--- src/hw/gcrb_map.vh ---
/*
  Register map, field positions, reset values and timing counts of the
  rate sensor control register bank.
  Assumes a 200 MHz core clock; included by gcrb_regbank.v.
*/
`ifndef GCRB_MAP_VH
`define GCRB_MAP_VH

// Byte address of each register's low byte; high byte sits at address + 1
`define GCRB_A_FWC 7'h00
`define GCRB_A_OFF 7'h14
`define GCRB_A_GAIN 7'h16
`define GCRB_A_DAC 7'h30
`define GCRB_A_PIO 7'h32
`define GCRB_A_MISC 7'h34
`define GCRB_A_SLP 7'h3A
`define GCRB_A_CMD 7'h3E

// Reset values
`define GCRB_RST_OFF 16'h0000
`define GCRB_RST_GAIN 16'h0800
`define GCRB_RST_DAC 16'h0000
`define GCRB_RST_PIO 16'h0000
`define GCRB_RST_MISC 16'h0006

// Writable bits; GCRB_FL_MISC marks the misc bits kept in flash
`define GCRB_WM_TRIM 16'h0FFF
`define GCRB_WM_PIO 16'h0303
`define GCRB_WM_MISC 16'h0F07
`define GCRB_WM_SLP 16'h00FF
`define GCRB_WM_CMD 16'h008F
`define GCRB_FL_MISC 16'h0307

// Field positions
`define GCRB_PIO_LVL 8
`define GCRB_MISC_SEL 0
`define GCRB_MISC_POL 1
`define GCRB_MISC_EN 2
`define GCRB_MISC_STP 8
`define GCRB_MISC_STN 9
`define GCRB_MISC_SELFT 10
`define GCRB_MISC_MEMT 11
`define GCRB_CMD_NULL 0
`define GCRB_CMD_FACT 1
`define GCRB_CMD_DAC 2
`define GCRB_CMD_FLASH 3
`define GCRB_CMD_SRST 7
`define GCRB_SPI_WR 15
`define GCRB_GAIN_SHIFT 11

// Timing
`define GCRB_CLK_NS 5
`define GCRB_DRDY_MIN_US 100
`define GCRB_DRDY_CYC ((`GCRB_DRDY_MIN_US * 1000 + `GCRB_CLK_NS - 1) / `GCRB_CLK_NS)
`define GCRB_FLASH_MS 40
`define GCRB_FLASH_CYC ((`GCRB_FLASH_MS * 1000000 + `GCRB_CLK_NS - 1) / `GCRB_CLK_NS)
`define GCRB_SLEEP_TICK_MS 500
`define GCRB_SLEEP_TICK_CYC ((`GCRB_SLEEP_TICK_MS * 1000000) / `GCRB_CLK_NS)

`endif

--- src/hw/gcrb_regbank.v ---
/*
  Control register bank of a digital rate sensor: trim of rate data, command
  triggers with flash backup and start-up reload, timed sleep, two digital
  lines, data-ready pulse, self-test and memory-test triggers, converter latch.
  Assumes a host SPI master (mode 0 or 3, sclk far below ref_clk/4) and that
  rate samples, alarm claims and operation-done pulses come from ref_clk logic.
*/
`timescale 1ns/100ps
`include "gcrb_map.vh"

// Function
// RULE1: Add signed 12-bit offset trim to rate data, 1.04 deg/s per count.
// RULE2: Multiply rate by unsigned 12-bit gain over 2048; 0x800 is unity.
// RULE3: Command bit written one starts its operation, cleared when done.
// RULE4: Bit 7 halts sensing and reloads controls from flash before new data.
// RULE5: Bit 3 flash backup, bit 1 factory restore, bit 0 autonull; bits 4 to 6 unused.
// RULE6: Sleep count puts device asleep for count times half a second.
// RULE7: Line priority: data-ready setting, then alarm, then general-purpose.
// RULE8: Pin control bits 0 and 1 set line directions, one means output.
// RULE9: Pin control bits 8 and 9 are line levels: driven or sampled.
// RULE10: Misc bit 2 enables data-ready; bit 0 picks line two when set.
// RULE11: Misc bit 1 makes data-ready active high when set.
// RULE12: One data-ready pulse per update, 100 to 200 microseconds long.
// RULE13: Misc control resets to 0x0006.
// RULE14: Misc bit 11 runs memory test, cleared on completion.
// RULE15: Misc bit 10 runs self-test, cleared on completion.
// RULE16: Misc bit 9 negative, bit 8 positive stimulus while set.
// RULE17: Command bit 2 copies the whole converter code at once.
// RULE18: Converter code is 12-bit unsigned; upper four bits unused.
// RULE19: Sixteen-bit read-only counter counts every flash update.
// RULE20: Host writes one byte per frame; low byte even address.
// RULE21: Flash backup takes 40 ms; backed-up registers restore at start-up.
// RULE22: Unused bits read zero and ignore writes.
module gcrb_regbank #(
  parameter integer DRDY_CYC = `GCRB_DRDY_CYC,
  parameter integer FLASH_CYC = `GCRB_FLASH_CYC,
  parameter integer SLEEP_TICK_CYC = `GCRB_SLEEP_TICK_CYC
) (
  // Clock and reset
  input wire ref_clk,
  input wire rstn,
  // Serial register port
  input wire spi_cs_n,
  input wire spi_sclk,
  input wire spi_mosi,
  output wire spi_miso,
  // Rate data
  input wire [15:0] rate_in,
  input wire rate_vld,
  output wire [15:0] rate_out,
  output wire rate_upd,
  // Digital lines
  input wire [1:0] dio_in,
  output wire [1:0] dio_out,
  output wire [1:0] dio_oe_n,
  // Alarm claims on the lines
  input wire [1:0] alarm_claim,
  input wire [1:0] alarm_level,
  // Converter
  output wire [11:0] dac_code_out,
  // Operations: bit 0 autonull, bit 1 self-test, bit 2 memory test
  input wire [2:0] op_done,
  output wire autonull_run,
  output wire selftest_run,
  output wire memtest_run,
  output wire st_pos,
  output wire st_neg,
  output wire sense_halt,
  output wire sleeping,
  output wire flash_busy
);

  localparam [3:0] ST_BOOT = 4'h1;
  localparam [3:0] ST_RUN = 4'h2;
  localparam [3:0] ST_FLASH = 4'h4;
  localparam [3:0] ST_SLEEP = 4'h8;

  function [15:0] merge;
    input [15:0] old;
    input [15:0] m;
    input [15:0] d;
    merge = (old & ~m) | (d & m);
  endfunction

  function [15:0] wmask;
    input [6:0] a;
    case (a)
      `GCRB_A_OFF, `GCRB_A_GAIN, `GCRB_A_DAC: wmask = `GCRB_WM_TRIM;
      `GCRB_A_PIO: wmask = `GCRB_WM_PIO;
      `GCRB_A_MISC: wmask = `GCRB_WM_MISC;
      `GCRB_A_SLP: wmask = `GCRB_WM_SLP;
      `GCRB_A_CMD: wmask = `GCRB_WM_CMD;
      default: wmask = 16'h0000;
    endcase
  endfunction

  reg [2:0] cs_s_r, sclk_s_r;
  reg [1:0] mosi_s_r, dio0_s_r, digital_line_one_s_r;
  reg [3:0] bit_cnt_r;
  reg [15:0] rx_r, fr_r, tx_r;
  reg fr_done_r, miso_r;
  reg [6:0] rd_addr_r;
  reg [15:0] off_r, gain_r, dac_r, pio_r, misc_r, fwc_r, rd_word;
  reg [7:0] slp_r, cmd_r;
  reg [11:0] dac_out_r;
  reg [15:0] fl_off_r, fl_gain_r, fl_dac_r, fl_pio_r, fl_misc_r;
  reg [3:0] st_r, st_nxt;
  reg [31:0] fl_cnt_r, tick_r, drdy_cnt_r;
  reg ld_flash, prog, restore, halt_r;
  reg [7:0] cmd_clr;
  reg [15:0] rate_out_r;
  reg rate_upd_r;
  reg [1:0] dio_out_r, dio_oe_n_r;

  wire sclk_rise = sclk_s_r[1] & ~sclk_s_r[2];
  wire sclk_fall = ~sclk_s_r[1] & sclk_s_r[2];
  wire cs_fall = ~cs_s_r[1] & cs_s_r[2];
  wire [1:0] dio_s = {digital_line_one_s_r[1], dio0_s_r[1]};

  // Decoded byte write from a finished frame
  wire wr = fr_done_r & fr_r[`GCRB_SPI_WR];
  wire [6:0] wa = {fr_r[14:9], 1'b0};
  wire [15:0] wm = (fr_r[8] ? 16'hFF00 : 16'h00FF) & wmask(wa); // RULE20 RULE22
  wire [15:0] wd = {fr_r[7:0], fr_r[7:0]};
  wire [7:0] cmd_set = (wr && wa == `GCRB_A_CMD) ? wm[7:0] & wd[7:0] : 8'h00; // RULE3 RULE5
  wire [1:0] test_set = (wr && wa == `GCRB_A_MISC) ? wm[11:10] & wd[11:10] : 2'b00;
  wire tick_end = st_r[3] && tick_r == SLEEP_TICK_CYC - 1;

  // Synchronisers; the second stage feeds logic, plus a third stage on chip select and serial clock for edge detection
  always @(posedge ref_clk or negedge rstn) begin
    if (!rstn) begin
      cs_s_r <= 3'h7;
      sclk_s_r <= 3'h7;
      mosi_s_r <= 2'h0;
      dio0_s_r <= 2'h0;
      digital_line_one_s_r <= 2'h0;
    end else begin
      cs_s_r <= {cs_s_r[1:0], spi_cs_n};
      sclk_s_r <= {sclk_s_r[1:0], spi_sclk};
      mosi_s_r <= {mosi_s_r[0], spi_mosi};
      dio0_s_r <= {dio0_s_r[0], dio_in[0]};
      digital_line_one_s_r <= {digital_line_one_s_r[0], dio_in[1]};
    end
  end

  // Serial frame: bit 15 write flag, bits 14:8 byte address, 7:0 data
  always @(posedge ref_clk or negedge rstn) begin
    if (!rstn) begin
      bit_cnt_r <= 4'h0;
      rx_r <= 16'h0000;
      fr_r <= 16'h0000;
      fr_done_r <= 1'b0;
      tx_r <= 16'h0000;
      miso_r <= 1'b0;
      rd_addr_r <= 7'h00;
    end else begin
      fr_done_r <= 1'b0;
      if (cs_s_r[1]) begin
        bit_cnt_r <= 4'h0;
      end else if (sclk_rise) begin
        rx_r <= {rx_r[14:0], mosi_s_r[1]};
        bit_cnt_r <= bit_cnt_r + 4'h1;
        if (bit_cnt_r == 4'hF) begin
          fr_r <= {rx_r[14:0], mosi_s_r[1]};
          fr_done_r <= 1'b1;
        end
      end
      if (fr_done_r && !fr_r[`GCRB_SPI_WR])
        rd_addr_r <= {fr_r[14:9], 1'b0};
      // Read answer goes out in the frame after the request
      if (cs_fall) begin
        tx_r <= rd_word;
        miso_r <= rd_word[15];
      end else if (sclk_fall && !cs_s_r[1] && bit_cnt_r != 4'h0) begin
        tx_r <= {tx_r[14:0], 1'b0};
        miso_r <= tx_r[14];
      end
    end
  end

  always @* begin
    case (rd_addr_r)
      `GCRB_A_FWC: rd_word = fwc_r; // RULE19
      `GCRB_A_OFF: rd_word = off_r;
      `GCRB_A_GAIN: rd_word = gain_r;
      `GCRB_A_DAC: rd_word = dac_r;
      `GCRB_A_PIO: rd_word = {6'h00, pio_r[1] ? pio_r[9] : dio_s[1], pio_r[0] ? pio_r[8] : dio_s[0],
                              6'h00, pio_r[1:0]}; // RULE9
      `GCRB_A_MISC: rd_word = misc_r;
      `GCRB_A_SLP: rd_word = {8'h00, slp_r};
      `GCRB_A_CMD: rd_word = {8'h00, cmd_r};
      default: rd_word = 16'h0000; // RULE22
    endcase
  end

  // Command sequencer
  always @* begin
    st_nxt = st_r;
    ld_flash = 1'b0;
    prog = 1'b0;
    restore = 1'b0;
    cmd_clr = {7'h00, op_done[0]};
    if (cmd_r[`GCRB_CMD_DAC])
      cmd_clr[`GCRB_CMD_DAC] = 1'b1; // RULE17
    case (st_r)
      ST_BOOT: begin
        ld_flash = 1'b1; // RULE4 RULE21
        cmd_clr = 8'hFF;
        st_nxt = ST_RUN;
      end
      ST_RUN: begin
        if (cmd_r[`GCRB_CMD_FACT]) begin
          restore = 1'b1; // RULE5
          cmd_clr[`GCRB_CMD_FACT] = 1'b1;
        end
        if (cmd_r[`GCRB_CMD_SRST])
          st_nxt = ST_BOOT; // RULE4
        else if (cmd_r[`GCRB_CMD_FLASH])
          st_nxt = ST_FLASH;
        else if (slp_r != 8'h00)
          st_nxt = ST_SLEEP; // RULE6
      end
      ST_FLASH: begin
        if (fl_cnt_r == FLASH_CYC - 1) begin
          prog = 1'b1; // RULE21
          cmd_clr[`GCRB_CMD_FLASH] = 1'b1;
          st_nxt = ST_RUN;
        end
      end
      ST_SLEEP: begin
        if (cmd_r[`GCRB_CMD_SRST])
          st_nxt = ST_BOOT;
        else if (slp_r == 8'h00)
          st_nxt = ST_RUN;
      end
      default: st_nxt = ST_BOOT;
    endcase
  end

  always @(posedge ref_clk or negedge rstn) begin
    if (!rstn) begin
      st_r <= ST_BOOT;
      halt_r <= 1'b1;
      fl_cnt_r <= 32'h0;
      tick_r <= 32'h0;
      cmd_r <= 8'h00;
      slp_r <= 8'h00;
      off_r <= `GCRB_RST_OFF;
      gain_r <= `GCRB_RST_GAIN;
      dac_r <= `GCRB_RST_DAC;
      pio_r <= `GCRB_RST_PIO;
      misc_r <= `GCRB_RST_MISC; // RULE13
      dac_out_r <= 12'h000;
      fwc_r <= 16'h0000;
      fl_off_r <= `GCRB_RST_OFF;
      fl_gain_r <= `GCRB_RST_GAIN;
      fl_dac_r <= `GCRB_RST_DAC;
      fl_pio_r <= `GCRB_RST_PIO;
      fl_misc_r <= `GCRB_RST_MISC;
    end else begin
      st_r <= st_nxt;
      halt_r <= st_nxt[0] | st_nxt[3]; // RULE4
      fl_cnt_r <= st_r[2] ? fl_cnt_r + 32'h1 : 32'h0;
      tick_r <= (st_r[3] && !tick_end) ? tick_r + 32'h1 : 32'h0;
      cmd_r <= (cmd_r & ~cmd_clr) | cmd_set; // RULE3
      if (ld_flash)
        slp_r <= 8'h00;
      else if (wr && wa == `GCRB_A_SLP)
        slp_r <= (slp_r & ~wm[7:0]) | (wd[7:0] & wm[7:0]);
      else if (tick_end)
        slp_r <= slp_r - 8'h01; // RULE6
      if (ld_flash) begin
        off_r <= fl_off_r;
        gain_r <= fl_gain_r;
        dac_r <= fl_dac_r;
        pio_r <= fl_pio_r;
        misc_r <= fl_misc_r;
      end else begin
        if (restore) begin
          off_r <= `GCRB_RST_OFF;
          gain_r <= `GCRB_RST_GAIN;
        end else if (wr && wa == `GCRB_A_OFF) begin
          off_r <= merge(off_r, wm, wd);
        end else if (wr && wa == `GCRB_A_GAIN) begin
          gain_r <= merge(gain_r, wm, wd);
        end
        if (wr && wa == `GCRB_A_DAC)
          dac_r <= merge(dac_r, wm, wd); // RULE18
        if (wr && wa == `GCRB_A_PIO)
          pio_r <= merge(pio_r, wm, wd);
        // Test bits only set from the bus; completion wins only without a new set
        misc_r[11:10] <= (misc_r[11:10] & ~op_done[2:1]) | test_set; // RULE14 RULE15
        if (wr && wa == `GCRB_A_MISC)
          misc_r[9:0] <= (misc_r[9:0] & ~wm[9:0]) | (wd[9:0] & wm[9:0]); // RULE10 RULE11 RULE16
      end
      if (cmd_r[`GCRB_CMD_DAC])
        dac_out_r <= dac_r[11:0]; // RULE17
      if (prog) begin
        fl_off_r <= off_r;
        fl_gain_r <= gain_r;
        fl_dac_r <= dac_r;
        fl_pio_r <= pio_r;
        fl_misc_r <= misc_r & `GCRB_FL_MISC;
        fwc_r <= fwc_r + 16'h0001; // RULE19
      end
    end
  end

  // Trim path; the scaled result wraps beyond 16 bits rather than saturating
  wire signed [16:0] rate_sum = $signed({rate_in[15], rate_in}) + $signed({{5{off_r[11]}}, off_r[11:0]}); // RULE1
  wire signed [29:0] rate_prod = rate_sum * $signed({1'b0, gain_r[11:0]}); // RULE2

  always @(posedge ref_clk or negedge rstn) begin
    if (!rstn) begin
      rate_out_r <= 16'h0000;
      rate_upd_r <= 1'b0;
      drdy_cnt_r <= 32'h0;
    end else begin
      rate_upd_r <= rate_vld & ~halt_r;
      if (rate_vld && !halt_r)
        rate_out_r <= rate_prod[15 + `GCRB_GAIN_SHIFT:`GCRB_GAIN_SHIFT];
      // Fixed width at the lower bound keeps the pulse inside the window
      if (rate_upd_r)
        drdy_cnt_r <= DRDY_CYC; // RULE12
      else if (drdy_cnt_r != 32'h0)
        drdy_cnt_r <= drdy_cnt_r - 32'h1;
    end
  end

  wire drdy_act = drdy_cnt_r != 32'h0;
  wire drdy_lvl = ~(drdy_act ^ misc_r[`GCRB_MISC_POL]); // RULE11

  genvar i;
  generate
    for (i = 0; i < 2; i = i + 1) begin : g_line
      wire dr_own = misc_r[`GCRB_MISC_EN] & (i == 1 ? misc_r[`GCRB_MISC_SEL] : ~misc_r[`GCRB_MISC_SEL]); // RULE10
      always @(posedge ref_clk or negedge rstn) begin
        if (!rstn) begin
          dio_out_r[i] <= 1'b0;
          dio_oe_n_r[i] <= 1'b1;
        end else if (dr_own) begin
          dio_out_r[i] <= drdy_lvl; // RULE7
          dio_oe_n_r[i] <= 1'b0;
        end else if (alarm_claim[i]) begin
          dio_out_r[i] <= alarm_level[i]; // RULE7
          dio_oe_n_r[i] <= 1'b0;
        end else begin
          dio_out_r[i] <= pio_r[`GCRB_PIO_LVL + i]; // RULE9
          dio_oe_n_r[i] <= ~pio_r[i]; // RULE8
        end
      end
    end
  endgenerate

  assign spi_miso = miso_r;
  assign rate_out = rate_out_r;
  assign rate_upd = rate_upd_r;
  assign dio_out = dio_out_r;
  assign dio_oe_n = dio_oe_n_r;
  assign dac_code_out = dac_out_r;
  assign autonull_run = cmd_r[`GCRB_CMD_NULL];
  assign selftest_run = misc_r[`GCRB_MISC_SELFT];
  assign memtest_run = misc_r[`GCRB_MISC_MEMT];
  assign st_pos = misc_r[`GCRB_MISC_STP];
  assign st_neg = misc_r[`GCRB_MISC_STN];
  assign sense_halt = halt_r;
  assign sleeping = st_r[3];
  assign flash_busy = st_r[2];

endmodule // gcrb_regbank
--- config.mk ---
export PLATFORM = sky130hd
export DESIGN_NAME = gcrb_regbank
export DESIGN_NICKNAME = d
export VERILOG_FILES = /design/src/hw/gcrb_regbank.v
export VERILOG_INCLUDE_DIRS = /design/src /design/src/hw
export SDC_FILE = /design/constraint.sdc
export NUM_CORES = 1
export LEC_CHECK = 0
export ABC_CLOCK_PERIOD_IN_PS = 10150
export CAP_MARGIN = 20
export CORE_MARGIN = 10
export CORE_UTILIZATION = 55
export CTS_CLUSTER_SIZE = 30
export DETAILED_ROUTE_END_ITERATION = 8
export DONT_BUFFER_PORTS = 1
export GPL_ROUTABILITY_DRIVEN = 0
export PLACE_DENSITY = 0.78
export SYNTH_ARGS = -nofsm -noshare
export SYNTH_HDL_FRONTEND = slang
export SYNTH_SLANG_ARGS = --single-unit
--- constraint.sdc ---
create_clock -name ref_clk -period 10.15 [get_ports ref_clk]
set_input_delay 2.03 -clock ref_clk [delete_from_list [all_inputs] [get_ports ref_clk]]
set_output_delay 2.03 -clock ref_clk [all_outputs]
set_load 0.03 [all_outputs]
==> results of run 1 <==
-- routing by layer --
metal	GRT usage (%)	part of all wire (%)	up-vias
met3	4.787	7.8	131
met5	0	0.024	-
met1	27.64	41	8507
li1	-	-	7722
met2	35.93	48	565
met4	8.856	3.4	2
-- layout make-up --
type,count,area (µm²)
fillers,3381,16690
multi-input cells,1651,13310
flip-flops and latches,357,8954
clock buffers,57,1124
inverters,238,893.4
well taps,539,674.4
repair buffers,32,275.3
clock inverters,12,210.2
diodes,4,10.01
-- cell families after synthesis --
| family | synth area share, % |
|---|---|
| AND/OR/NAND/NOR | 16.75 |
| multiplexers | 6.446 |
| adder cells (fa/ha/maj) | 19.04 |
| AO/OA/AOI/OAI | 9.022 |
| buffers and inverters | 5.607 |
| flip-flops | 38.00 |
| XOR/XNOR | 5.130 |
-- state kept, by name, indices dropped and copies added, names as in the netlist, 15 cells and up, named ones only --
register,cells
drdy_cnt_r,32
rx_r,15
rate_out,16
fl_off_r,16
fwc_r,16
tx_r,15
tick_r,32
off_r,16
fr_r,16
gain_r,16
fl_cnt_r,32
fl_dac_r,16
fl_gain_r,16
-- metrics by stage --
stage	setup slack [ns]	hold slack (ns)	power [W]
CTS	1.091	0.3550	0.003115
finish	0.9999	0.3529	0.003087
global placement	0.7589	0.3352	0.001615
global route	0.6072	0.3576	0.003189
floorplan	1.190	0.3312	0.001592
detailed placement	0.5221	0.3413	0.001624
-- cell usage in the layout, fill, tap and decap left out, types with 39 or more instances in the layout --
cell / instances
sky130_fd_sc_hd__a21oi_1: 106
sky130_fd_sc_hd__and2_1: 142
sky130_fd_sc_hd__clkbuf_16: 39
sky130_fd_sc_hd__dfrtp_1: 341
sky130_fd_sc_hd__fa_1: 171
sky130_fd_sc_hd__ha_1: 85
sky130_fd_sc_hd__inv_1: 236
sky130_fd_sc_hd__mux2_2: 110
sky130_fd_sc_hd__nand2_1: 241
sky130_fd_sc_hd__nand3_1: 49
sky130_fd_sc_hd__nor2_1: 144
sky130_fd_sc_hd__o21ai_0: 103
sky130_fd_sc_hd__xnor2_1: 84
sky130_fd_sc_hd__xor2_1: 54
-- power by group --
| part | internal [W] | switching [W] | leakage [nW] | total (W) |
|---|---|---|---|---|
| registers | 0.00146 | 0.0000321 | 4.83 | 0.00150 |
| logic | 0.0000463 | 0.0000576 | 6.64 | 0.000104 |
| clock network | 0.000899 | 0.000589 | 0.651 | 0.00149 |
| total | 0.00241 | 0.000679 | 12.1 | 0.00309 |
-- critical path, delay by kind of cell --
| family | cells | cell delay, ns |
|---|---|---|
| AO/OA/AOI/OAI | 13 | 3.09 |
| adder cells (fa/ha/maj) | 8 | 3.28 |
| AND/OR/NAND/NOR | 2 | 0.26 |
| buffers and inverters | 6 | 0.48 |
| XOR/XNOR | 3 | 0.42 |
-- how the worst max path moves through the flow --
stage	endpoint	slack (ns)	cells past startpoint
after global placement	rate_out[15]$_DFFE_PN0P_	0.76	33
after floorplan	rate_out[15]$_DFFE_PN0P_	1.19	33
after CTS	rate_out[15]$_DFFE_PN0P_	1.09	32
final	rate_out[15]$_DFFE_PN0P_	1.0	32
after global routing	rate_out[15]$_DFFE_PN0P_	0.61	32
after detailed placement	rate_out[15]$_DFFE_PN0P_	0.52	32
==> impl_metrics.sql, run 1 <==
INSERT INTO impl_metrics (metric_group, metric, value, unit) VALUES
('sta', 'slew_headroom', '11.85', '%'),
('hold_path', 'hold-path-cell-count', '0', ''),
('worst_setup_path', 'cpMaxStageDelayCell', 'sky130_fd_sc_hd__fa_1', ''),
('placed_design', 'hpwlAfterDp', '39.14', 'mm'),
('clock_network', 'clk_latency', '0.56', 'ns'),
('global_route', 'global_route.overflow_total', '0', ''),
('clock_network', 'post_cts_hold_buffer_count', '0', ''),
('clock_network', 'clock_path_buffers', '3', ''),
('power_and_ir_drop', 'power_dens_cells', '121.3', 'nW/µm²'),
('placed_design', 'numPortBuffers', '0', ''),
('routing', 'avgViaCountPerCell', '5.857', ''),
('worst_setup_path', 'timing.rr.end', 'rate_out[15]$_DFFE_PN0P_', ''),
('sta', 'final.period_utilization', '90.15', '%'),
('worst_setup_path', 'worstPathMaxFanout', '4', ''),
('worst_setup_path', 'ff2ff_setup_slack', '1.92', 'ns'),
('global_route', 'grt_usage', '21.83', '%'),
('sta', 'setup_viol_count_final', '0', ''),
('hold_path', 'hold_class', 'register to register', ''),
('finish', 'final-instance-count-excl-fill', '2890', ''),
('die', 'floorplan.initialDensity', '55.92', '%'),
('worst_setup_path', 'cp_data_required_time', '10.58', 'ns'),
('worst_setup_path', 'worst_r2r_path_depth', '32', ''),
('worst_setup_path', 'crit_path_max_incr_delay', '0.54', 'ns'),
('placed_design', 'place.detailed.instances', '2814', ''),
('sta', 'timing.final.max_slew_violations', '0', ''),
('routing', 'drt-wirelength-per-cell', '19.01', 'µm'),
('logic_synthesis', 'synth.largest_area_cell', 'sky130_fd_sc_hd__dfrtp_1', ''),
('hold_path', 'whs_endpoint', 'digital_line_one_s_r[1]$_DFF_PN0_', ''),
('logic_synthesis', 'synthArstFlopShare', '100.0', '%'),
('sta', 'max_slew.worst_pin.slew', '1.322', 'ns'),
('routing', 'drt.antenna.violating_nets', '0', ''),
('logic_synthesis', 'synthesis.area', '23560', 'µm²'),
('die', 'coreArea', '42130', 'µm²'),
('global_route', 'grt_max_degree', '358', ''),
('logic_synthesis', 'avgSynthCellArea', '10.00', 'µm²'),
('logic_synthesis', 'ys_types', '73', ''),
('logic_synthesis', 'ys_seq_elements', '357', ''),
('clock_network', 'cts-buffers-inserted', '39', ''),
('finish', 'area.growth.synth_to_final', '8.003', '%'),
('global_route', 'vias_in_the_first_global_route', '17527', ''),
('global_route', 'grt_first_pass_wirelength', '90.57', 'mm'),
('clock_network', 'clk_pin_slew', '0.06', 'ns'),
('sta', 'timing.final.crit_period', '9.150', 'ns'),
('logic_synthesis', 'synth-main-ff-cell', 'sky130_fd_sc_hd__dfrtp_1', ''),
('routing', 'remaining_drc_errors', '0', ''),
('finish', 'final_core_utilization', '60.40', '%'),
('clock_network', 'clock_tree.htree_level_count', '2', ''),
('logic_synthesis', 'postSynthNetCount', '2643', ''),
('logic_synthesis', 'number_of_enable_type_register_cells_in_the_synthesized_netlist', '0', ''),
('placed_design', 'dpl-instance-area', '24050', 'µm²'),
('worst_setup_path', 'timing.critical_path.mode_cell', 'sky130_fd_sc_hd__fa_1', ''),
('clock_network', 'clock_sink_count', '357', ''),
('worst_setup_path', 'critical_path_class', 'input port to register', ''),
('worst_setup_path', 'crit-reg2reg-launch', 'off_r[0]$_DFFE_PN0P_', ''),
('power_and_ir_drop', 'cellLeakagePower', '12.12', 'nW'),
('finish', 'layout.nets', '2606', ''),
('sta', 'setup_total_negative_slack', '0', 'ns'),
('sta', 'final-hold-violation-count', '0', ''),
('logic_synthesis', 'seq_area_frac_synth', '38.00', '%'),
('sta', 'rsz0062_at_grt', 'false', ''),
('clock_network', 'cts_resized', '0', ''),
('status', 'run_status', 'finished, final reports clean', ''),
('global_route', 'number_of_antenna_violations_at_the_first_check_in_global_routing', '5', ''),
('clock_network', 'clockRootBuffer', 'sky130_fd_sc_hd__clkbuf_16', ''),
('worst_setup_path', 'critical_path.startpoint', 'rate_in[0]', ''),
('logic_synthesis', 'syn_inst', '2356', ''),
('logic_synthesis', 'synthTopCellsByArea', 'sky130_fd_sc_hd__dfrtp_1 36%, sky130_fd_sc_hd__fa_1 15%, sky130_fd_sc_hd__mux2_2 5.3%', ''),
('finish', 'final_layout_size_suffix_gt1_share', '10.27', '%'),
('die', 'fp.dieArea', '51520', 'µm²'),
('sta', 'final.setup_skew', '0.01957', 'ns'),
('worst_setup_path', 'setup.worst_path.start_class', 'input port', '');
Power figures use the tool's default switching activity.
==> inputs of run 2 (changes only) <==
- ABC_AREA: not set -> 1
- CTS_CLUSTER_SIZE: 30 -> 25
==> run 2 against run 1 <==
Die area increased by 4.8%. Register-to-register slack better by 1.1 ns. Core utilization down 0.53 points. Final cell count rose by 28%. Clock-buffer cell count increased by 1.
==> impl_metrics.sql, run 2 <==
INSERT INTO impl_metrics (metric_group, metric, value, unit) VALUES
('status', 'run_status', 'finished, final reports clean', ''),
('routing', 'avgViaCountPerCell', '5.624', ''),
('finish', 'layout.nets', '3346', ''),
('global_route', 'global_route.overflow_total', '0', ''),
('power_and_ir_drop', 'internal_power', '0.002317', 'W'),
('global_route', 'top_usage_layer', 'met2', ''),
('logic_synthesis', 'ys_types', '64', ''),
('global_route', 'number_of_antenna_violations_at_the_first_check_in_global_routing', '9', ''),
('die', 'die_w', '232.4', 'µm'),
('worst_setup_path', 'setup.worst_path.start_class', 'input port', ''),
('finish', 'reg_top3', 'drdy_cnt_r: 32 flops, fl_cnt_r: 32 flops, tick_r: 32 flops', ''),
('clock_network', 'clk_latency', '0.57', 'ns'),
('global_route', 'vias_in_the_first_global_route', '20883', ''),
('logic_synthesis', 'avgSynthCellArea', '8.036', 'µm²'),
('logic_synthesis', 'ys_seq_elements', '357', ''),
('placed_design', 'place_ws', '1.641', 'ns'),
('logic_synthesis', 'synth-main-ff-cell', 'sky130_fd_sc_hd__dfrtp_1', ''),
('clock_network', 'post_cts_hold_buffer_count', '0', ''),
('routing', 'detail_route.first_pass.iterations', '6', ''),
('finish', 'area.growth.synth_to_final', '7.198', '%'),
('logic_synthesis', 'synthArstFlopShare', '100.0', '%'),
('sta', 'setup_viol_count_final', '0', ''),
('global_route', 'grt_usage', '23.81', '%'),
('power_and_ir_drop', 'irDropWorstVdd', '0.0001463', 'V'),
('sta', 'rsz0062_at_grt', 'false', ''),
('worst_setup_path', 'worstPathMaxFanout', '12', ''),
('finish', 'final_common_cell', 'sky130_fd_sc_hd__nand2_1', ''),
('die', 'coreArea', '44410', 'µm²'),
('routing', 'finalWirelength', '63.74', 'mm'),
('routing', 'drt-wirelength-per-cell', '17.27', 'µm'),
('sta', 'max_slew.worst_pin.slew', '1.032', 'ns'),
('logic_synthesis', 'synth_warnings', '0', ''),
('power_and_ir_drop', 'switching_share', '22.63', '%'),
('power_and_ir_drop', 'totalPowerFinal', '0.002995', 'W'),
('clock_network', 'cts-buffers-inserted', '39', ''),
('sta', 'final.period_utilization', '79.18', '%'),
('die', 'fp.dieArea', '54000', 'µm²'),
('worst_setup_path', 'critPathArrivalTime', '8.49', 'ns'),
('clock_network', 'clock_path_buffers', '3', ''),
('power_and_ir_drop', 'power_dens_cells', '112.6', 'nW/µm²'),
('logic_synthesis', 'synthTopCellsByArea', 'sky130_fd_sc_hd__dfrtp_1 34%, sky130_fd_sc_hd__fa_1 14%, sky130_fd_sc_hd__nand2_1 9.2%', ''),
('placed_design', 'numPortBuffers', '0', ''),
('sta', 'final-hold-violation-count', '0', ''),
('power_and_ir_drop', 'comb_power_share', '3.1', '%'),
('logic_synthesis', 'area_fraction_of_the_dominant_cell_type_after_synthesis', '34.40', '%'),
('routing', 'routed-via-count', '20759', ''),
('logic_synthesis', 'synth.largest_area_cell', 'sky130_fd_sc_hd__dfrtp_1', ''),
('logic_synthesis', 'seq_area_frac_synth', '36.09', '%'),
('logic_synthesis', 'post-synth-top-count-cell', 'sky130_fd_sc_hd__nand2_1', ''),
('global_route', 'grt_use_met1', '29.92', '%'),
('die', 'row_count', '77', ''),
('sta', 'slew_headroom', '31.18', '%'),
('sta', 'timing.final.crit_period', '8.037', 'ns'),
('logic_synthesis', 'synth_commonest_cells', '608 x sky130_fd_sc_hd__nand2_1, 549 x sky130_fd_sc_hd__inv_1, 341 x sky130_fd_sc_hd__dfrtp_1, 336 x sky130_fd_sc_hd__nor2_1, 233 x sky130_fd_sc_hd__o21ai_0', ''),
('clock_network', 'cts_resized', '0', ''),
('worst_setup_path', 'critical_path_class', 'input port to register', ''),
('global_route', 'met3_usage', '4.904', '%'),
('logic_synthesis', 'synthesis.area', '24810', 'µm²'),
('flow_run', 'max_cap_viol_count', '0', ''),
('power_and_ir_drop', 'power.sequential.fraction', '49.0', '%'),
('worst_setup_path', 'cpMaxStageDelayCell', 'sky130_fd_sc_hd__xnor2_1', ''),
('die', 'floorplan.initialDensity', '55.85', '%'),
('worst_setup_path', 'worst_path_dominant_cell_family', 'adder cells', ''),
('sta', 'timing.fmax', '0.1244', 'GHz'),
('clock_network', 'postCtsSetupBuffers', '0', ''),
('clock_network', 'clk_pin_slew', '0.06', 'ns'),
('worst_setup_path', 'endpoint_kind', 'register', ''),
('logic_synthesis', 'postSynthNetCount', '3374', ''),
('clock_network', 'clock_sink_count', '357', ''),
('sta', 'timing.final.max_slew_violations', '0', ''),
('worst_setup_path', 'cp_data_required_time', '10.61', 'ns'),
('global_route', 'grt_max_degree', '358', ''),
('finish', 'commonest_cells_after_routing_fill_and_taps_aside', '608 x sky130_fd_sc_hd__nand2_1, 549 x sky130_fd_sc_hd__inv_1, 341 x sky130_fd_sc_hd__dfrtp_1', ''),
('power_and_ir_drop', 'cellLeakagePower', '12.79', 'nW'),
('finish', 'final_layout_size_suffix_gt1_share', '5.987', '%'),
('routing', 'drt.antenna.violating_nets', '0', ''),
('die', 'io-pin-count', '73', ''),
('routing', 'initialDrtViolationCount', '2018', ''),
('sta', 'final.setup_skew', '0.02674', 'ns'),
('clock_network', 'clock_tree.htree_level_count', '2', ''),
('worst_setup_path', 'crit_path_max_incr_delay', '0.71', 'ns'),
('power_and_ir_drop', 'power.switching', '0.0006777', 'W'),
('global_route', 'met2_track_utilization_from_global_routing', '37.98', '%'),
('finish', 'final_core_utilization', '59.87', '%'),
('logic_synthesis', 'syn_inst', '3087', ''),
('placed_design', 'hpwlAfterDp', '48.12', 'mm'),
('clock_network', 'clockRootBuffer', 'sky130_fd_sc_hd__clkbuf_16', ''),
('power_and_ir_drop', 'clkPwrFrac', '47.9', '%'),
('global_route', 'grt_first_pass_wirelength', '104.9', 'mm'),
('sta', 'setup_total_negative_slack', '0', 'ns'),
('hold_path', 'hold_class', 'register to register', ''),
('logic_synthesis', 'number_of_enable_type_register_cells_in_the_synthesized_netlist', '0', ''),
('worst_setup_path', 'crit_buf_inv', '6', ''),
('die', 'die_height', '232.4', 'µm'),
('routing', 'remaining_drc_errors', '0', ''),
('clock_network', 'cts_tree', 'done', ''),
('sta', 'setup_ws', '2.113', 'ns');
==> run 2: cell count changes after synthesis, moves of 27 or more <==
| cell | change |
|---|---|
| sky130_fd_sc_hd__nand2_1 | +367 |
| sky130_fd_sc_hd__a21oi_1 | +27 |
| sky130_fd_sc_hd__nor2b_1 | -35 |
| sky130_fd_sc_hd__o21ai_0 | +130 |
| sky130_fd_sc_hd__nor3_1 | +51 |
| sky130_fd_sc_hd__xnor2_1 | -61 |
| sky130_fd_sc_hd__mux2_2 | -110 |
| sky130_fd_sc_hd__clkbuf_1 | -48 |
| sky130_fd_sc_hd__and2_1 | -141 |
| sky130_fd_sc_hd__nand3_1 | +34 |
| sky130_fd_sc_hd__inv_1 | +313 |
| sky130_fd_sc_hd__o22ai_1 | +31 |
| sky130_fd_sc_hd__nor2_1 | +191 |
==> run 2: kinds of logic after synthesis <==
group                    synth area share [%]
flip-flops                              36.09
XOR/XNOR                                2.537
adder cells (fa/ha/maj)                 18.09
AND/OR/NAND/NOR                         21.96
buffers and inverters                   9.997
AO/OA/AOI/OAI                           11.16
multiplexers                           0.1614
==> run 2: metal layers <==
metal | share of wire [%] | vias to the layer above
met2 | 46 | 849
met5 | 0 | -
met4 | 5.3 | 0
met1 | 40 | 9985
li1 | - | 9696
met3 | 8.2 | 229
==> run 2: path summary, 6_finish.rpt <==
check                                      start                    endpoint  slack, ns  cells past startpoint
setup reg to reg            off_r[7]$_DFFE_PN0P_    rate_out[11]$_DFFE_PN0P_       3.02                     28
hold / removal             dio0_s_r[0]$_DFF_PN0_       dio0_s_r[1]$_DFF_PN0_       0.35                      0
setup / recovery                      rate_in[7]    rate_out[11]$_DFFE_PN0P_       2.11                     28
max in group asynchronous                   rstn        slp_r[7]$_DFFE_PN0P_       8.14                      0
hold reg to reg            dio0_s_r[0]$_DFF_PN0_       dio0_s_r[1]$_DFF_PN0_       0.35                      0
min in group asynchronous                   rstn  drdy_cnt_r[20]$_DFFE_PN0P_       1.19                      0
==> run 2: worst reg2reg max path, delay by kind of cell (launching register included) <==
kind                       cells  cell delay (ns)
AOI/OAI and AO/OA              7             1.24
xor gates and xnor gates       1             0.71
adders and majority gates      7             3.39
buffers and inverters          6             0.34
DFF                            1             0.50
and+or+nand+nor                7             0.86
==> run 2: power by group through the flow <==
stage	Clock [W]	Combinational, W	Sequential [W]
after floorplan	0	0.0000680	0.00149
final	0.00143	0.0000929	0.00147
after global placement	0	0.0000877	0.00149
after detailed placement	0	0.0000912	0.00149
after CTS	0.00146	0.0000919	0.00147
after global routing	0.00151	0.000106	0.00147
==> run 2: final cells by class <==
cell class | count | area (µm²)
Fill cell | 3804 | 17820
Multi-Input combinational cell | 2084 | 13380
Sequential cell | 357 | 8954
Inverter | 570 | 2140
Clock buffer | 58 | 1107
Tap cell | 592 | 740.7
Clock inverter | 14 | 196.4
Timing Repair Buffer | 7 | 52.55
Antenna cell | 9 | 22.52
==> run 2: per-stage QoR <==
stage | cells | hold slack, ns | cell area (µm²)
after floorplan | 3087 | 0.3312 | 24810
after detailed placement | 3610 | 0.3373 | 25270
after global placement | 3610 | 0.3341 | 25270
after CTS | 3682 | 0.3526 | 26570
after global routing | 3690 | 0.3545 | 26590
final | 3691 | 0.3452 | 26590
==> inputs of run 3 (changes only) <==
- ABC_CLOCK_PERIOD_IN_PS: 10150 -> 6900
- PLACE_DENSITY: 0.78 -> 0.81
- clock period: 10.15 -> 6.9 ns (I/O delays scaled with it)
==> run 3 against run 2 <==
Combinational power rose by 77%. Clock power rose by 52%. Setup slack got worse by 2.0 ns. Final cell count rose by 3.9%. Sequential share of layout area fell by 2.1 points. Register-to-register slack got worse by 2.7 ns. Critical endpoint is now rate_out[4]$_DFFE_PN0P_. Clock-buffer cell count fell by 4. Wire length rose by 8.8%. Die area did not move.
==> impl_metrics.sql, run 3 (synthesis gave the netlist of run 2 again) <==
INSERT INTO impl_metrics (metric_group, metric, value, unit) VALUES
('clock_network', 'clock_sink_count', '357', ''),
('power_and_ir_drop', 'cellLeakagePower', '13.61', 'nW'),
('flow_run', 'max_cap_viol_count', '0', ''),
('clock_network', 'clock_tree.htree_level_count', '2', ''),
('sta', 'final-hold-violation-count', '0', ''),
('hold_path', 'hold_class', 'register to register', ''),
('finish', 'final_layout_size_suffix_gt1_share', '13.50', '%'),
('global_route', 'grt_max_degree', '358', ''),
('sta', 'timing.final.max_slew_violations', '0', ''),
('routing', 'initialDrtViolationCount', '2117', ''),
('worst_setup_path', 'ff2ff_setup_slack', '0.30', 'ns'),
('sta', 'slew_headroom', '27.59', '%'),
('die', 'die_w', '232.4', 'µm'),
('placed_design', 'place_ws', '-0.5805', 'ns'),
('routing', 'routed-via-count', '22046', ''),
('clock_network', 'clk_latency', '0.59', 'ns'),
('clock_network', 'clockRootBuffer', 'sky130_fd_sc_hd__clkbuf_16', ''),
('status', 'run_status', 'finished, final reports clean', ''),
('die', 'coreArea', '44410', 'µm²'),
('global_route', 'grt_first_pass_wirelength', '110.0', 'mm'),
('global_route', 'global_route.overflow_total', '0', ''),
('worst_setup_path', 'critical_path_class', 'input port to register', ''),
('placed_design', 'hpwlAfterDp', '50.12', 'mm'),
('routing', 'avgViaCountPerCell', '5.749', ''),
('clock_network', 'clock_path_buffers', '3', ''),
('die', 'die_height', '232.4', 'µm'),
('sta', 'rsz0062_at_grt', 'true', ''),
('global_route', 'number_of_antenna_violations_at_the_first_check_in_global_routing', '3', ''),
('sta', 'timing.final.crit_period', '6.781', 'ns'),
('power_and_ir_drop', 'power_dens_cells', '158.5', 'nW/µm²'),
('power_and_ir_drop', 'irDropWorstVdd', '0.0002023', 'V'),
('finish', 'layout.nets', '3497', ''),
('global_route', 'grt_usage', '24.92', '%'),
('worst_setup_path', 'crit_path_max_incr_delay', '0.56', 'ns'),
('worst_setup_path', 'cp_data_required_time', '7.32', 'ns'),
('finish', 'reg_top3', 'drdy_cnt_r: 32 flops, fl_cnt_r: 32 flops, tick_r: 32 flops', ''),
('clock_network', 'clk_pin_slew', '0.05', 'ns'),
('worst_setup_path', 'worstPathMaxFanout', '5', ''),
('routing', 'drt.antenna.violating_nets', '0', ''),
('sta', 'setup_total_negative_slack', '0', 'ns'),
('routing', 'drt-wirelength-per-cell', '18.08', 'µm'),
('power_and_ir_drop', 'totalPowerFinal', '0.004491', 'W'),
('worst_setup_path', 'endpoint_kind', 'register', ''),
('worst_setup_path', 'setup.worst_path.start_class', 'input port', ''),
('worst_setup_path', 'cpMaxStageDelayCell', 'sky130_fd_sc_hd__fa_1', ''),
('routing', 'remaining_drc_errors', '0', ''),
('sta', 'final.setup_skew', '0.02750', 'ns'),
('clock_network', 'cts_tree', 'done', ''),
('die', 'row_count', '77', ''),
('sta', 'setup_viol_count_final', '0', ''),
('finish', 'area.growth.synth_to_final', '14.21', '%'),
('placed_design', 'numPortBuffers', '0', ''),
('routing', 'detail_route.first_pass.iterations', '8', ''),
('global_route', 'vias_in_the_first_global_route', '21997', ''),
('sta', 'timing.fmax', '0.1475', 'GHz'),
('worst_setup_path', 'critPathArrivalTime', '7.20', 'ns'),
('sta', 'max_slew.worst_pin.slew', '1.082', 'ns'),
('routing', 'finalWirelength', '69.33', 'mm'),
('finish', 'final_common_cell', 'sky130_fd_sc_hd__nand2_1', ''),
('finish', 'commonest_cells_after_routing_fill_and_taps_aside', '588 x sky130_fd_sc_hd__nand2_1, 537 x sky130_fd_sc_hd__inv_1, 341 x sky130_fd_sc_hd__dfrtp_1', ''),
('clock_network', 'cts-buffers-inserted', '40', ''),
('placed_design', 'dpl-instance-area', '26420', 'µm²'),
('die', 'floorplan.initialDensity', '55.85', '%'),
('sta', 'setup_ws', '0.1191', 'ns'),
('sta', 'final.period_utilization', '98.27', '%'),
('die', 'fp.dieArea', '54000', 'µm²'),
('die', 'io-pin-count', '73', ''),
('finish', 'final_cell_area', '28330', 'µm²');
-- run 3: changes by cell type in the layout (fill, tap and decap cells not counted), moves of 15 or more --
cell / before / now
sky130_fd_sc_hd__nand2_1: 608 / 588
sky130_fd_sc_hd__ha_4: 0 / 16
sky130_fd_sc_hd__buf_4: 7 / 154
sky130_fd_sc_hd__ha_1: 85 / 67
sky130_fd_sc_hd__a21oi_1: 133 / 115
sky130_fd_sc_hd__a21oi_2: 3 / 18
-- run 3: worst paths after layout --
kind | from | endpoint | cells past startpoint
min reg2reg | cs_s_r[0]$_DFF_PN1_ | cs_s_r[1]$_DFF_PN1_ | 0
min in group asynchronous | rstn | tick_r[8]$_DFF_PN0_ | 0
max reg2reg | off_r[0]$_DFFE_PN0P_ | rate_out[13]$_DFFE_PN0P_ | 32
min | cs_s_r[0]$_DFF_PN1_ | cs_s_r[1]$_DFF_PN1_ | 0
max | rate_in[4] | rate_out[4]$_DFFE_PN0P_ | 29
max in group asynchronous | rstn | rate_out[5]$_DFFE_PN0P_ | 0
-- run 3: final cells by class --
cell class / count / area [µm²]
antenna: 5 / 12.51
clock buffer: 54 / 1124
clock inverter: 16 / 203.9
fill: 3446 / 16080
inverter: 570 / 2142
multi-input combinational: 2085 / 13980
sequential: 357 / 8954
tap: 592 / 740.7
timing repair buffer: 156 / 1179
-- run 3: stage by stage --
step           std cells  util, %  hold slack, ns
2_1_floorplan       3087        -          0.3312
3_3_place_gp        3746    59.48          0.3329
3_5_place_dp        3746    59.48          0.3464
4_1_cts             3816    62.48          0.3580
5_1_grt             3833    63.78          0.3600
6_report            3835    63.79          0.3565
-- run 3: what timing repair did --
item,4_1_cts,5_1_grt
gates cloned,0,1
hold buffers,0,0
hold endpoints to repair,0,0
buffers inserted,0,13
setup endpoints to repair,2,16
pin swaps,0,76
gates resized for setup,2,119
-- run 3: worst max-delay path, delay by kind of cell --
family | cells | cell delay (ns)
AO/OA/AOI/OAI | 4 | 0.66
XOR/XNOR | 1 | 0.11
adder cells (fa/ha/maj) | 7 | 3.28
buffers and inverters | 6 | 0.45
AND/OR/NAND/NOR | 11 | 1.28
-- run 3: per-layer routing --
layer  track usage [%]  share of wire (%)
met1             31.14                 38
met4             12.17                5.3
met3             5.220                9.4
met5                 0                  0
met2             40.62                 47
-- run 3: report_power, final --
group	switching (W)	internal, W	leakage [nW]	total (W)
Sequential	0.0000289	0.00213	4.86	0.00216
Combinational	0.000104	0.0000600	8.10	0.000164
Clock	0.000904	0.00126	0.651	0.00217
